`src/gpc_cfg.svh`:
```
// gpc_cfg.svh: offsets, field positions, reset values and pin map of the bank
`ifndef GPC_CFG_SVH
`define GPC_CFG_SVH

`define GPC_ADDR_W 8
`define GPC_DATA_W 8
`define GPC_NUM_CFG 6
`define GPC_NUM_PINS 27
`define GPC_NUM_EXT 21

`define GPC_OFS_PIN55 8'h44
`define GPC_OFS_PIN56 8'h45
`define GPC_OFS_PIN57 8'h46
`define GPC_OFS_PIN60 8'h47
`define GPC_OFS_PIN61 8'h48
`define GPC_OFS_PIN62 8'h49
`define GPC_OFS_GROUP1 8'h4b
`define GPC_OFS_GROUP2 8'h4c
`define GPC_OFS_GROUP5 8'h4f
`define GPC_OFS_GROUP6 8'h50

`define GPC_BIT_DIR 0
`define GPC_BIT_POL 1
`define GPC_BIT_ALT 2
`define GPC_FN_LO 2
`define GPC_FN_HI 3
`define GPC_BIT_OD 7

`define GPC_CFG_RST 8'h01
`define GPC_DATA_RST 8'h00
`define GPC_MASK_ALT1 8'h87
`define GPC_MASK_ALT2 8'h8f
`define GPC_G6_BITS 3

`define GPC_IDX_PIN55 21
`define GPC_IDX_PIN56 22
`define GPC_IDX_PIN57 23
`define GPC_IDX_PIN60 24
`define GPC_IDX_PIN61 25
`define GPC_IDX_PIN62 26

`endif

```
`src/gpc_pkg.sv`:
```
// gpc_pkg.sv: types shared by the pin configuration bank
package gpc_pkg;

  typedef enum logic [1:0] {
    GPC_FN_GPIO,
    GPC_FN_LED,
    GPC_FN_EDGE,
    GPC_FN_RSVD
  } gpc_func_t;

  typedef enum logic [2:0] {
    GPC_R_NONE,
    GPC_R_CFG,
    GPC_R_G1,
    GPC_R_G2,
    GPC_R_G5,
    GPC_R_G6
  } gpc_reg_t;

endpackage : gpc_pkg
```
`src/gpc_cfg_bank.sv`:
```
// gpc_cfg_bank.sv: the six pin configuration words
`timescale 1ns/10ps
`default_nettype none
`include "gpc_cfg.svh"

module gpc_cfg_bank
  import gpc_pkg::*;
(
  input wire logic clk,
  input wire logic nrst,
  input wire logic wr_en,
  input wire logic [2:0] wr_idx,
  input wire logic [`GPC_DATA_W-1:0] wr_data,
  output logic [`GPC_NUM_CFG*`GPC_DATA_W-1:0] cfg_words
);

  genvar k;
  generate
    for (k = 0; k < `GPC_NUM_CFG; k = k + 1) begin : g_word
      logic [`GPC_DATA_W-1:0] word_reg;
      logic [`GPC_DATA_W-1:0] word_next;

      always_comb begin
        word_next = word_reg;
        if (wr_en && (wr_idx == 3'(k))) begin
          word_next = wr_data;
        end
      end

      // every pin wakes as an input
      always_ff @(posedge clk) begin
        if (!nrst) begin
          word_reg <= `GPC_CFG_RST;
        end else begin
          word_reg <= word_next;
        end
      end

      assign cfg_words[k*`GPC_DATA_W +: `GPC_DATA_W] = word_reg;
    end
  endgenerate

endmodule : gpc_cfg_bank
`default_nettype wire

```
`src/gpc_pin_bank.sv`:
```
// gpc_pin_bank.sv: pin configuration registers for pins 5.5-6.2 and data registers for groups 1,2,5,6
//
// Decided for this implementation: the plain strobed port.
`timescale 1ns/10ps
`default_nettype none
`include "gpc_cfg.svh"

module gpc_pin_bank
  import gpc_pkg::*;
(
  input wire logic clk,
  input wire logic nrst,
  input wire logic [`GPC_ADDR_W-1:0] addr,
  input wire logic [`GPC_DATA_W-1:0] wdata,
  input wire logic wr_en,
  input wire logic rd_en,
  output logic [`GPC_DATA_W-1:0] rdata,
  input wire logic [`GPC_NUM_EXT-1:0] ext_dir,
  input wire logic [`GPC_NUM_EXT-1:0] ext_pol,
  input wire logic [`GPC_NUM_EXT-1:0] ext_od,
  input wire logic [`GPC_NUM_PINS-1:0] pin_in,
  output logic [`GPC_NUM_PINS-1:0] pin_out,
  output logic [`GPC_NUM_PINS-1:0] pin_oe,
  input wire logic serial2_request_to_send,
  input wire logic serial2_terminal_ready,
  input wire logic led_drive_a,
  input wire logic led_drive_b,
  input wire logic kbd_port_line_1_7,
  output logic serial2_clear_to_send,
  output logic edge_int4_in,
  output logic edge_int5_in,
  output logic kbd_port_line_1_7_in
);

  function automatic gpc_reg_t gpc_decode(input logic [`GPC_ADDR_W-1:0] a);
    gpc_reg_t r;
    r = GPC_R_NONE;
    if ((a >= `GPC_OFS_PIN55) && (a <= `GPC_OFS_PIN62)) begin
      r = GPC_R_CFG;
    end else if (a == `GPC_OFS_GROUP1) begin
      r = GPC_R_G1;
    end else if (a == `GPC_OFS_GROUP2) begin
      r = GPC_R_G2;
    end else if (a == `GPC_OFS_GROUP5) begin
      r = GPC_R_G5;
    end else if (a == `GPC_OFS_GROUP6) begin
      r = GPC_R_G6;
    end
    return r;
  endfunction : gpc_decode

  // only pins 6.0 and 6.1 own a two-bit function field
  function automatic logic [`GPC_DATA_W-1:0] gpc_mask(input logic [2:0] idx);
    logic [`GPC_DATA_W-1:0] m;
    m = `GPC_MASK_ALT1;
    if ((idx == 3'(`GPC_IDX_PIN60 - `GPC_IDX_PIN55)) ||
        (idx == 3'(`GPC_IDX_PIN61 - `GPC_IDX_PIN55))) begin
      m = `GPC_MASK_ALT2;
    end
    return m;
  endfunction : gpc_mask

  gpc_reg_t wr_sel;
  gpc_reg_t rd_sel;
  logic [`GPC_ADDR_W-1:0] cfg_ofs_wr;
  logic [`GPC_ADDR_W-1:0] cfg_ofs_rd;
  logic [2:0] wr_idx;
  logic [2:0] rd_idx;
  logic cfg_wr;
  logic [`GPC_NUM_CFG*`GPC_DATA_W-1:0] cfg_words;
  logic [`GPC_DATA_W-1:0] cfg_w [`GPC_NUM_CFG];

  assign wr_sel = gpc_decode(addr);
  assign rd_sel = gpc_decode(addr);
  assign cfg_ofs_wr = addr - `GPC_OFS_PIN55;
  assign cfg_ofs_rd = addr - `GPC_OFS_PIN55;
  assign wr_idx = cfg_ofs_wr[2:0];
  assign rd_idx = cfg_ofs_rd[2:0];
  assign cfg_wr = wr_en && (wr_sel == GPC_R_CFG);

  // reserved bits are dropped on the way in so they read back as zero
  gpc_cfg_bank u_cfg (
    .clk(clk),
    .nrst(nrst),
    .wr_en(cfg_wr),
    .wr_idx(wr_idx),
    .wr_data(wdata & gpc_mask(wr_idx)),
    .cfg_words(cfg_words)
  );

  genvar c;
  generate
    for (c = 0; c < `GPC_NUM_CFG; c = c + 1) begin : g_cfgw
      assign cfg_w[c] = cfg_words[c*`GPC_DATA_W +: `GPC_DATA_W];
    end
  endgenerate

  // data registers
  logic [`GPC_DATA_W-1:0] g1_reg;
  logic [`GPC_DATA_W-1:0] g1_next;
  logic [`GPC_DATA_W-1:0] g2_reg;
  logic [`GPC_DATA_W-1:0] g2_next;
  logic [`GPC_DATA_W-1:0] g5_reg;
  logic [`GPC_DATA_W-1:0] g5_next;
  logic [`GPC_G6_BITS-1:0] g6_reg;
  logic [`GPC_G6_BITS-1:0] g6_next;

  always_comb begin
    g1_next = g1_reg;
    g2_next = g2_reg;
    g5_next = g5_reg;
    g6_next = g6_reg;
    if (wr_en) begin
      unique case (wr_sel)
        GPC_R_G1: g1_next = wdata;
        GPC_R_G2: g2_next = wdata;
        GPC_R_G5: g5_next = wdata;
        GPC_R_G6: g6_next = wdata[`GPC_G6_BITS-1:0];
        GPC_R_CFG, GPC_R_NONE: begin
        end
      endcase
    end
  end

  always_ff @(posedge clk) begin
    if (!nrst) begin
      g1_reg <= `GPC_DATA_RST;
      g2_reg <= `GPC_DATA_RST;
      g5_reg <= `GPC_DATA_RST;
      g6_reg <= `GPC_G6_BITS'(`GPC_DATA_RST);
    end else begin
      g1_reg <= g1_next;
      g2_reg <= g2_next;
      g5_reg <= g5_next;
      g6_reg <= g6_next;
    end
  end

  // per-pin attributes, flat index: 1.x, 2.x, 5.x, 6.0-6.2
  logic [`GPC_NUM_PINS-1:0] dir;
  logic [`GPC_NUM_PINS-1:0] pol;
  logic [`GPC_NUM_PINS-1:0] od;
  logic [`GPC_NUM_PINS-1:0] alt_drv;
  logic [`GPC_NUM_PINS-1:0] alt_val;
  logic [`GPC_NUM_PINS-1:0] data_bits;
  logic [`GPC_NUM_PINS-1:0] lvl;
  logic [`GPC_NUM_PINS-1:0] rd_bits;
  logic [`GPC_NUM_PINS-1:0] out_next;
  logic [`GPC_NUM_PINS-1:0] oe_next;
  gpc_func_t fn60;
  gpc_func_t fn61;

  assign fn60 = gpc_func_t'(cfg_w[3][`GPC_FN_HI:`GPC_FN_LO]);
  assign fn61 = gpc_func_t'(cfg_w[4][`GPC_FN_HI:`GPC_FN_LO]);
  assign data_bits = {g6_reg, g5_reg, g2_reg, g1_reg};

  // alternate sources; the reserved code falls back to plain GPIO
  assign alt_drv[`GPC_IDX_PIN55] = cfg_w[0][`GPC_BIT_ALT];
  assign alt_val[`GPC_IDX_PIN55] = serial2_request_to_send;
  assign alt_drv[`GPC_IDX_PIN56] = 1'b0;
  assign alt_val[`GPC_IDX_PIN56] = 1'b1;
  assign alt_drv[`GPC_IDX_PIN57] = cfg_w[2][`GPC_BIT_ALT];
  assign alt_val[`GPC_IDX_PIN57] = serial2_terminal_ready;
  assign alt_drv[`GPC_IDX_PIN60] = (fn60 == GPC_FN_LED);
  assign alt_val[`GPC_IDX_PIN60] = led_drive_a;
  assign alt_drv[`GPC_IDX_PIN61] = (fn61 == GPC_FN_LED);
  assign alt_val[`GPC_IDX_PIN61] = led_drive_b;
  assign alt_drv[`GPC_IDX_PIN62] = cfg_w[5][`GPC_BIT_ALT];
  assign alt_val[`GPC_IDX_PIN62] = kbd_port_line_1_7;

  genvar i;
  generate
    for (i = 0; i < `GPC_NUM_PINS; i = i + 1) begin : g_pin
      logic drv_val;
      logic driving;
      if (i < `GPC_NUM_EXT) begin : g_ext
        assign dir[i] = ext_dir[i];
        assign pol[i] = ext_pol[i];
        assign od[i] = ext_od[i];
        assign alt_drv[i] = 1'b0;
        assign alt_val[i] = 1'b0;
      end else begin : g_own
        assign dir[i] = cfg_w[i-`GPC_NUM_EXT][`GPC_BIT_DIR];
        assign pol[i] = cfg_w[i-`GPC_NUM_EXT][`GPC_BIT_POL];
        assign od[i] = cfg_w[i-`GPC_NUM_EXT][`GPC_BIT_OD];
      end
      // polarity sits on the gpio path only, peripherals see the raw pin
      assign lvl[i] = pin_in[i] ^ pol[i];
      assign rd_bits[i] = dir[i] ? lvl[i] : data_bits[i];
      assign drv_val = alt_drv[i] ? alt_val[i] : (data_bits[i] ^ pol[i]);
      // an output peripheral owns the pin even if the direction says input
      assign driving = alt_drv[i] | ~dir[i];
      // open-drain only sinks current, a high is left to the pull-up
      assign oe_next[i] = driving & (~od[i] | ~drv_val);
      assign out_next[i] = ~od[i] & drv_val;
    end
  endgenerate

  // registered pins and peripheral inputs
  logic [`GPC_NUM_PINS-1:0] pin_out_reg;
  logic [`GPC_NUM_PINS-1:0] pin_oe_reg;
  logic cts_reg;
  logic cts_next;
  logic edge4_reg;
  logic edge4_next;
  logic edge5_reg;
  logic edge5_next;
  logic kbd_reg;
  logic kbd_next;
  logic [`GPC_DATA_W-1:0] rdata_reg;
  logic [`GPC_DATA_W-1:0] rdata_next;

  always_comb begin
    // unrouted modem and keyboard lines idle high, edge inputs idle low
    cts_next = 1'b1;
    edge4_next = 1'b0;
    edge5_next = 1'b0;
    kbd_next = 1'b1;
    if (cfg_w[1][`GPC_BIT_ALT]) begin
      cts_next = pin_in[`GPC_IDX_PIN56];
    end
    if (fn60 == GPC_FN_EDGE) begin
      edge4_next = pin_in[`GPC_IDX_PIN60];
    end
    if (fn61 == GPC_FN_EDGE) begin
      edge5_next = pin_in[`GPC_IDX_PIN61];
    end
    if (cfg_w[5][`GPC_BIT_ALT]) begin
      kbd_next = pin_in[`GPC_IDX_PIN62];
    end
  end

  always_comb begin
    rdata_next = 8'h00;
    if (rd_en) begin
      unique case (rd_sel)
        GPC_R_CFG: rdata_next = cfg_w[rd_idx];
        GPC_R_G1: rdata_next = rd_bits[7:0];
        GPC_R_G2: rdata_next = rd_bits[15:8];
        GPC_R_G5: rdata_next = rd_bits[23:16];
        GPC_R_G6: rdata_next = {5'h00, rd_bits[26:24]};
        GPC_R_NONE: rdata_next = 8'h00;
      endcase
    end
  end

  always_ff @(posedge clk) begin
    if (!nrst) begin
      pin_out_reg <= '0;
      pin_oe_reg <= '0;
      cts_reg <= 1'b1;
      edge4_reg <= 1'b0;
      edge5_reg <= 1'b0;
      kbd_reg <= 1'b1;
      rdata_reg <= 8'h00;
    end else begin
      pin_out_reg <= out_next;
      pin_oe_reg <= oe_next;
      cts_reg <= cts_next;
      edge4_reg <= edge4_next;
      edge5_reg <= edge5_next;
      kbd_reg <= kbd_next;
      rdata_reg <= rdata_next;
    end
  end

  assign pin_out = pin_out_reg;
  assign pin_oe = pin_oe_reg;
  assign serial2_clear_to_send = cts_reg;
  assign edge_int4_in = edge4_reg;
  assign edge_int5_in = edge5_reg;
  assign kbd_port_line_1_7_in = kbd_reg;
  assign rdata = rdata_reg;
endmodule : gpc_pin_bank
`default_nettype wire

```
`config.mk`:
```
export PLATFORM = sky130hd
export DESIGN_NAME = gpc_pin_bank
export DESIGN_NICKNAME = d
export VERILOG_FILES = /design/src/gpc_pkg.sv /design/src/gpc_cfg_bank.sv /design/src/gpc_pin_bank.sv
export VERILOG_INCLUDE_DIRS = /design/src
export SDC_FILE = /design/constraint.sdc
export NUM_CORES = 1
export LEC_CHECK = 0
export BUFFER_PORTS_ARGS = -buffer_cell sky130_fd_sc_hd__buf_2
export CAP_MARGIN = 20
export CORE_AREA = 2 2 157 128
export CTS_CLUSTER_DIAMETER = 100
export CTS_CLUSTER_SIZE = 20
export DETAILED_ROUTE_END_ITERATION = 8
export DIE_AREA = 0 0 159 130
export GPL_TIMING_DRIVEN = 0
export PLACE_DENSITY = 0.55
export SLEW_MARGIN = 30
export SYNTH_ARGS = -nofsm -noshare
export SYNTH_HDL_FRONTEND = slang
export SYNTH_SLANG_ARGS = --single-unit
```
`constraint.sdc`:
```
create_clock -name clk -period 1.7 [get_ports clk]
set_input_delay 0.17 -clock clk [delete_from_list [all_inputs] [get_ports clk]]
set_output_delay 0.17 -clock clk [all_outputs]
set_load 0.005 [all_outputs]
```
Word level (Yosys, flattened, before mapping)
Cells that the tools add are included.

word-level totals
  register bits after elaboration = 141
  input bits = 115
  output and inout port bits = 66

operators by class
  add/subtract/negate cells = 1
  $lt $le $gt $ge = 3
  equal/unequal tests = 18
  mux-type cells = 42
  bitwise logic cells = 223
  reductions and logical operators = 20

operators by type and width
  operator                                                        count
  NOT 1 bit                                                       81
  AND 1 bit                                                       54
  XOR 1 bit                                                       54
  case mux 8 bit (6 select lines)                                 1
  == test 8 x 7 -> 1 bit, second input constant                   4
  two-way mux 1 bit                                               32
  OR 1 bit                                                        32
  binary-select mux 8 bit (select 3 bit)                          1
  AND reduction 2 bit                                             9
  two-way mux 8 bit                                               2
  two-way mux 3 bit                                               5
  == test 3 x 2 -> 1 bit, second input constant                   4
  == test 3 bit, second input constant                            4
  AND 8 bit                                                       1
  >= comparator 8 x 7 -> 1 bit, second input constant             1
  less-or-equal comparator 8 x 7 -> 1 bit, second input constant  1
  logical AND 1 bit                                               8
  == test 3 x 1 -> 1 bit, second input constant                   2
  zero test 3 bit                                                 2
  == test 2 x 1 -> 1 bit, second input constant                   2
  == test 2 bit, second input constant                            2
  >= comparator 4 bit, second input constant                      1
  two-way mux 4 bit                                               1
  NOT 3 -> 4 bit                                                  1
  2 further kinds                                                 2

Depth between registers and ports, before layout
  depth after elaboration = 9
  depth in mapped cells = 6

Cells and area by module
Synthesis repeated with hierarchy kept, for this count alone.

second synthesis, totals
  cell total of the unflattened synthesis = 617
  area total of the unflattened synthesis = 6,358.6 um2

modules (own cells, without submodules)
  module        instances  cells each  area each (um2)
  gpc_pin_bank  1          447         4,568.1
  gpc_cfg_bank  1          170         1,790.5

Least setup slack after synthesis
Ideal clock, no wire load.

  path type = input port to flip-flop
  from = input port addr[1]
  to = register u_cfg.g_word[0].word_reg[0]
  setup time = 72 ps
  data arrival time = 1,612 ps
  data required time = 1,628 ps
  path slack = 16 ps
  stages on the path = 5
  path buffers = 1
  path through = buf_6 -> or3_4 -> a311o_1 -> a211oi_4 -> mux2i_1

on the way
  word-level cells in the longest chain between the ends = 9

ends and longest elaborated chain
  element                           line                text
  start, declared                   gpc_pin_bank.sv:13  input wire logic [`GPC_ADDR_W-1:0] addr,
  == test 8 x 7 -> 1 bit (no line)  n/a
  two-way mux 3 bit                 gpc_pin_bank.sv:46  end else if (a == `GPC_OFS_GROUP6) begin
  two-way mux 3 bit                 gpc_pin_bank.sv:44  end else if (a == `GPC_OFS_GROUP5) begin
  two-way mux 3 bit                 gpc_pin_bank.sv:42  end else if (a == `GPC_OFS_GROUP2) begin
  two-way mux 3 bit                 gpc_pin_bank.sv:40  end else if (a == `GPC_OFS_GROUP1) begin
  two-way mux 3 bit                 gpc_pin_bank.sv:38  if ((a >= `GPC_OFS_PIN55) && (a <= `GPC_OFS_PIN62)) begin
  == test 3 x 1 -> 1 bit            gpc_pin_bank.sv:79  assign cfg_wr = wr_en && (wr_sel == GPC_R_CFG);
  logical AND 1 bit                 gpc_pin_bank.sv:79
  logical AND 1 bit *               gpc_cfg_bank.sv:25  if (wr_en && (wr_idx == 3'(k))) begin
  end signal, assigned              gpc_cfg_bank.sv:33  word_reg <= `GPC_CFG_RST;
  end signal, assigned              gpc_cfg_bank.sv:35  word_reg <= word_next;
  end, declared                     gpc_cfg_bank.sv:20  logic [`GPC_DATA_W-1:0] word_reg;

Mark *: on every way between the ends. The rest lies on a longest branch, timed or not.
A chain may end at the register's enable or synchronous reset.

Worst setup path in the final report
  from = input port addr[1]
  to = register rdata_reg[3], in the netlist rdata[3]

on the way
  word-level cells in the longest chain between the ends = 8

ends and longest elaborated chain
  element                                line                 text
  == test 8 x 7 -> 1 bit (no line)       n/a
  two-way mux 3 bit                      gpc_pin_bank.sv:46
  two-way mux 3 bit                      gpc_pin_bank.sv:44
  two-way mux 3 bit                      gpc_pin_bank.sv:42
  two-way mux 3 bit                      gpc_pin_bank.sv:40
  two-way mux 3 bit                      gpc_pin_bank.sv:38
  == test 3 bit (tied with other cells)  gpc_pin_bank.sv:236  unique case (rd_sel)
  case mux 8 bit (6 select lines) *      gpc_pin_bank.sv:236
  end signal, assigned                   gpc_pin_bank.sv:263  rdata_reg <= rdata_next;
  end, declared                          gpc_pin_bank.sv:210  logic [`GPC_DATA_W-1:0] rdata_reg;

Mark *: on every way between the ends. The rest lies on a longest branch, timed or not. The select of a mux whose other input is x is not followed.

==> reports/summary.md <==
From bottom edge to top edge, the die measures 130 microns. The run gives 3.642 nW as the static power due to leakage. When the netlist entered floorplanning its net count stood at 681. STA classifies the critical path endpoint as a flip-flop.

For this run, the leading register cell type out of synthesis is dfxtp_1. The normalized max-slew margin is 0.5185, and the number of enable-type register cells in the synthesized netlist is 0. IR analysis of the VDD net gives a maximum drop of 528.3 uV. At the worst endpoint, the arrival time is 1.98 ns. Counting the buffers created by CTS gives 17.

The first global-routing pass estimated 27.26 mm of wire. The weighted congestion reported at the end of routability-driven placement was 0.8931. Data on the critical path is required at its endpoint by 2.03 ns. Number of library cell types mapped by synthesis: 55.

After filler insertion, the fill cell instance count of the layout stands at 1951. The mapped netlist covers 5670 sq um. The top cell type's share of synthesized area is 0.4342, and the achievable frequency is 606.3 MHz.

The logs give 4 for the number of levels the H-tree was split into and 0.18 ns for the setup slack of the most critical reg-to-reg path. In this run the worst path has a maximum fanout of 10. The run gives 19340 sq um as the area of the core. The run gives 0.4342 as the share of synthesized area occupied by flip-flops and latches. The flow ran to the end, and the final reports show no timing, DRC or antenna violations. In the layout the commonest cells are buf_2, dfxtp_1, mux2i_1, nor2b_1, a21oi_1. The worst register-to-register path begins at u_cfg.g_word[2].word_reg[7]$_SDFFE_PN0P_. The cell count after synthesis came out at 566. Setup violations remaining at the end of the flow were counted as 0. Ranked by total cell area, the synthesized netlist is headed by dfxtp_1, mux2i_1, nor2b_1. After the first detailed-routing iteration, the DRC count stood at 251. For the final routed database, the setup TNS stands at 0 ns. The final routed wirelength across all metal layers was 18.55 mm; the post-DP HPWL was 13.99 mm. TritonCTS built the clock tree. For the total non-filler cell area in the finished layout, the log shows 7810 sq um. The total global routing overflow came out at 0. The logs give 0.1775 for the combined global-route utilization of all metal layers and 123 for the number of clock sinks. Clock period minus final worst setup slack: 1.649 ns. The share of layout cells above drive strength 1 was 0.2927.

The placed instances occupy a cell area of 6862 sq um. Relative to the synthesized area, the layout overhead comes to 37.73%. For the pin with the worst max-slew slack, the measured transition is 0.7163 ns. The register bit count reported by yosys is 123, and the initial antenna violation count is 1. The count of final max-slew check failures came out at 0. The tightest min-delay check is of the in -> reg type. The via density per instance is 4.643.

The tools report the starting density of the core as 0.2932. The width of the die works out to 159 microns. Fraction of registers with async set/reset: 0. Clock skew on the completed layout was measured at 0.005840 ns.

The first TritonRoute pass finished after 5 iterations. Dividing the detail-routed wire length by the instance count gives 17.37 microns. The clock tree root buffer cell was clkbuf_16. The final number of hold-violating endpoints was 0; the number of flip-flops under the largest register name was 30. The final worst-path cycle share is 0.9702, and the count of warnings emitted by yosys is 0.

Pin placement for this block handled 181 I/O pins. For the area enclosed by the die boundary, the log shows 20670 sq um. Leaving out fill and tap cells, the most frequent cell in the layout is buf_2.

Clock-pin slew was measured on the worst setup and hold paths at 0.06 ns. The synthesized design spends more area on one cell type than any other, namely dfxtp_1. The via count was 4959.

The logs give 2 for the clock tree buffer depth and 0 for the remaining design rule violation count. Dividing total power by cell area gives a power density of 939.4 nW/um^2. The logs give 17 for the pin count of the biggest net entering global routing and 0 for the remaining number of nets flagged by the antenna check after routing.

For the worst-skew pair, the clock arrives at the later sink with an insertion delay of 0.42 ns. The synthesized area per cell was 10.02 sq um. After the last flow step, the layout net total stands at 906.

The count of maximum capacitance violations came out at 0. The most critical setup path has its startpoint at addr[1]. The logs give 46 for the number of rows created at floorplan and 4716 for the via count of the first global-routing pass.

Setup repair after global routing could not meet its margin everywhere. The total of buffers placed on input and output ports came out at 172. The element type at the critical path start was an input pin. The startpoint identified for the worst hold timing path is ext_dir[4]. The kind of critical path was in -> reg.
area by class of cell:
type | count | area (sq um) | area share
buffer | 29 | 125.1 | 0.01602
clock buffer | 22 | 464.2 | 0.05944
multi-input combinational | 411 | 3103 | 0.3973
antenna | 1 | 2.502 | 0.0003204
clock inverter | 9 | 120.1 | 0.01538
sequential | 123 | 2462 | 0.3153
timing repair buffer | 206 | 1191 | 0.1525
inverter | 3 | 11.26 | 0.001442
tap | 264 | 330.3 | 0.04229
Yosys cell counts, types with 11 or more instances:
master    number
mux2i_1       55
dfxtp_1      123
nand2b_1      27
nand2_1       28
clkbuf_1      18
nor2_1        28
a211oi_1      16
nor2b_1       46
and3b_1       25
a21oi_1       40
o21ai_0       11
xor2_1        24
xnor2_1       30
worst max-delay path, cell delays in order:
cell      delay, ns
buf_6          0.11
clkbuf_1       0.50
nand3_1        0.34
a211oi_1       0.33
o21ai_0        0.22
a311oi_1       0.30
what timing repair did:
| action | CTS | global route |
|---|---|---|
| pin swaps | 0 | 2 |
| setup endpoints to repair | 10 | 29 |
| setup buffers | 0 | 4 |
| hold endpoints to repair | 23 | 0 |
| hold buffers | 30 | 0 |
| resized for setup | 1 | 4 |
path summary, 6_finish.rpt:
kind | endpoint | cells past startpoint
worst max-delay path | rdata[3]$_SDFF_PN0_ | 6
worst min-delay path | pin_oe[4]$_SDFF_PN0_ | 3
worst max register to register | rdata[7]$_SDFF_PN0_ | 4
worst min register to register | serial2_clear_to_send$_SDFF_PN1_ | 1
logic make-up (layout without fill, tap and decap cells):
| logic type | Yosys count | after routing | share of synthesized area |
|---|---|---|---|
| simple gates | 192 | 192 | 0.2136 |
| flops | 123 | 123 | 0.4342 |
| compound gates | 100 | 100 | 0.1178 |
| mux | 65 | 65 | 0.1269 |
| xor+xnor | 54 | 54 | 0.08341 |
| buf+inv | 32 | 269 | 0.02405 |
| other cells | 0 | 1 | 0 |
stage by stage:
step | setup slack (ns) | utilization | total power, W | hold WS [ns] | instances
2_1_floorplan | 0.01646 | - | 0.003330 | 0.2577 | 566
3_3_place_gp | -0.4965 | 0.3548 | 0.003675 | 0.3558 | 1002
3_5_place_dp | -0.4837 | 0.3548 | 0.003674 | 0.3564 | 1002
4_1_cts | -0.01756 | 0.4007 | 0.007402 | 0.0003937 | 1063
5_1_grt | -0.03612 | 0.4037 | 0.007607 | 0.02240 | 1067
6_report | 0.05062 | 0.4039 | 0.007337 | 0.01481 | 1068
report_power, final:
group          internal, W  switching (W)
Sequential         0.00294      0.0000139
Clock              0.00236        0.00131
Combinational     0.000342       0.000382
metal layers:
layer  track usage  part of all wire  up-vias
met3       0.04132             0.054       16
met5             0                 0        -
met2        0.2806              0.45      166
met4       0.05936             0.010        0
li1              -                 -     2471
met1        0.2409              0.48     2306
No activity file was read; power rests on OpenSTA's default activity.
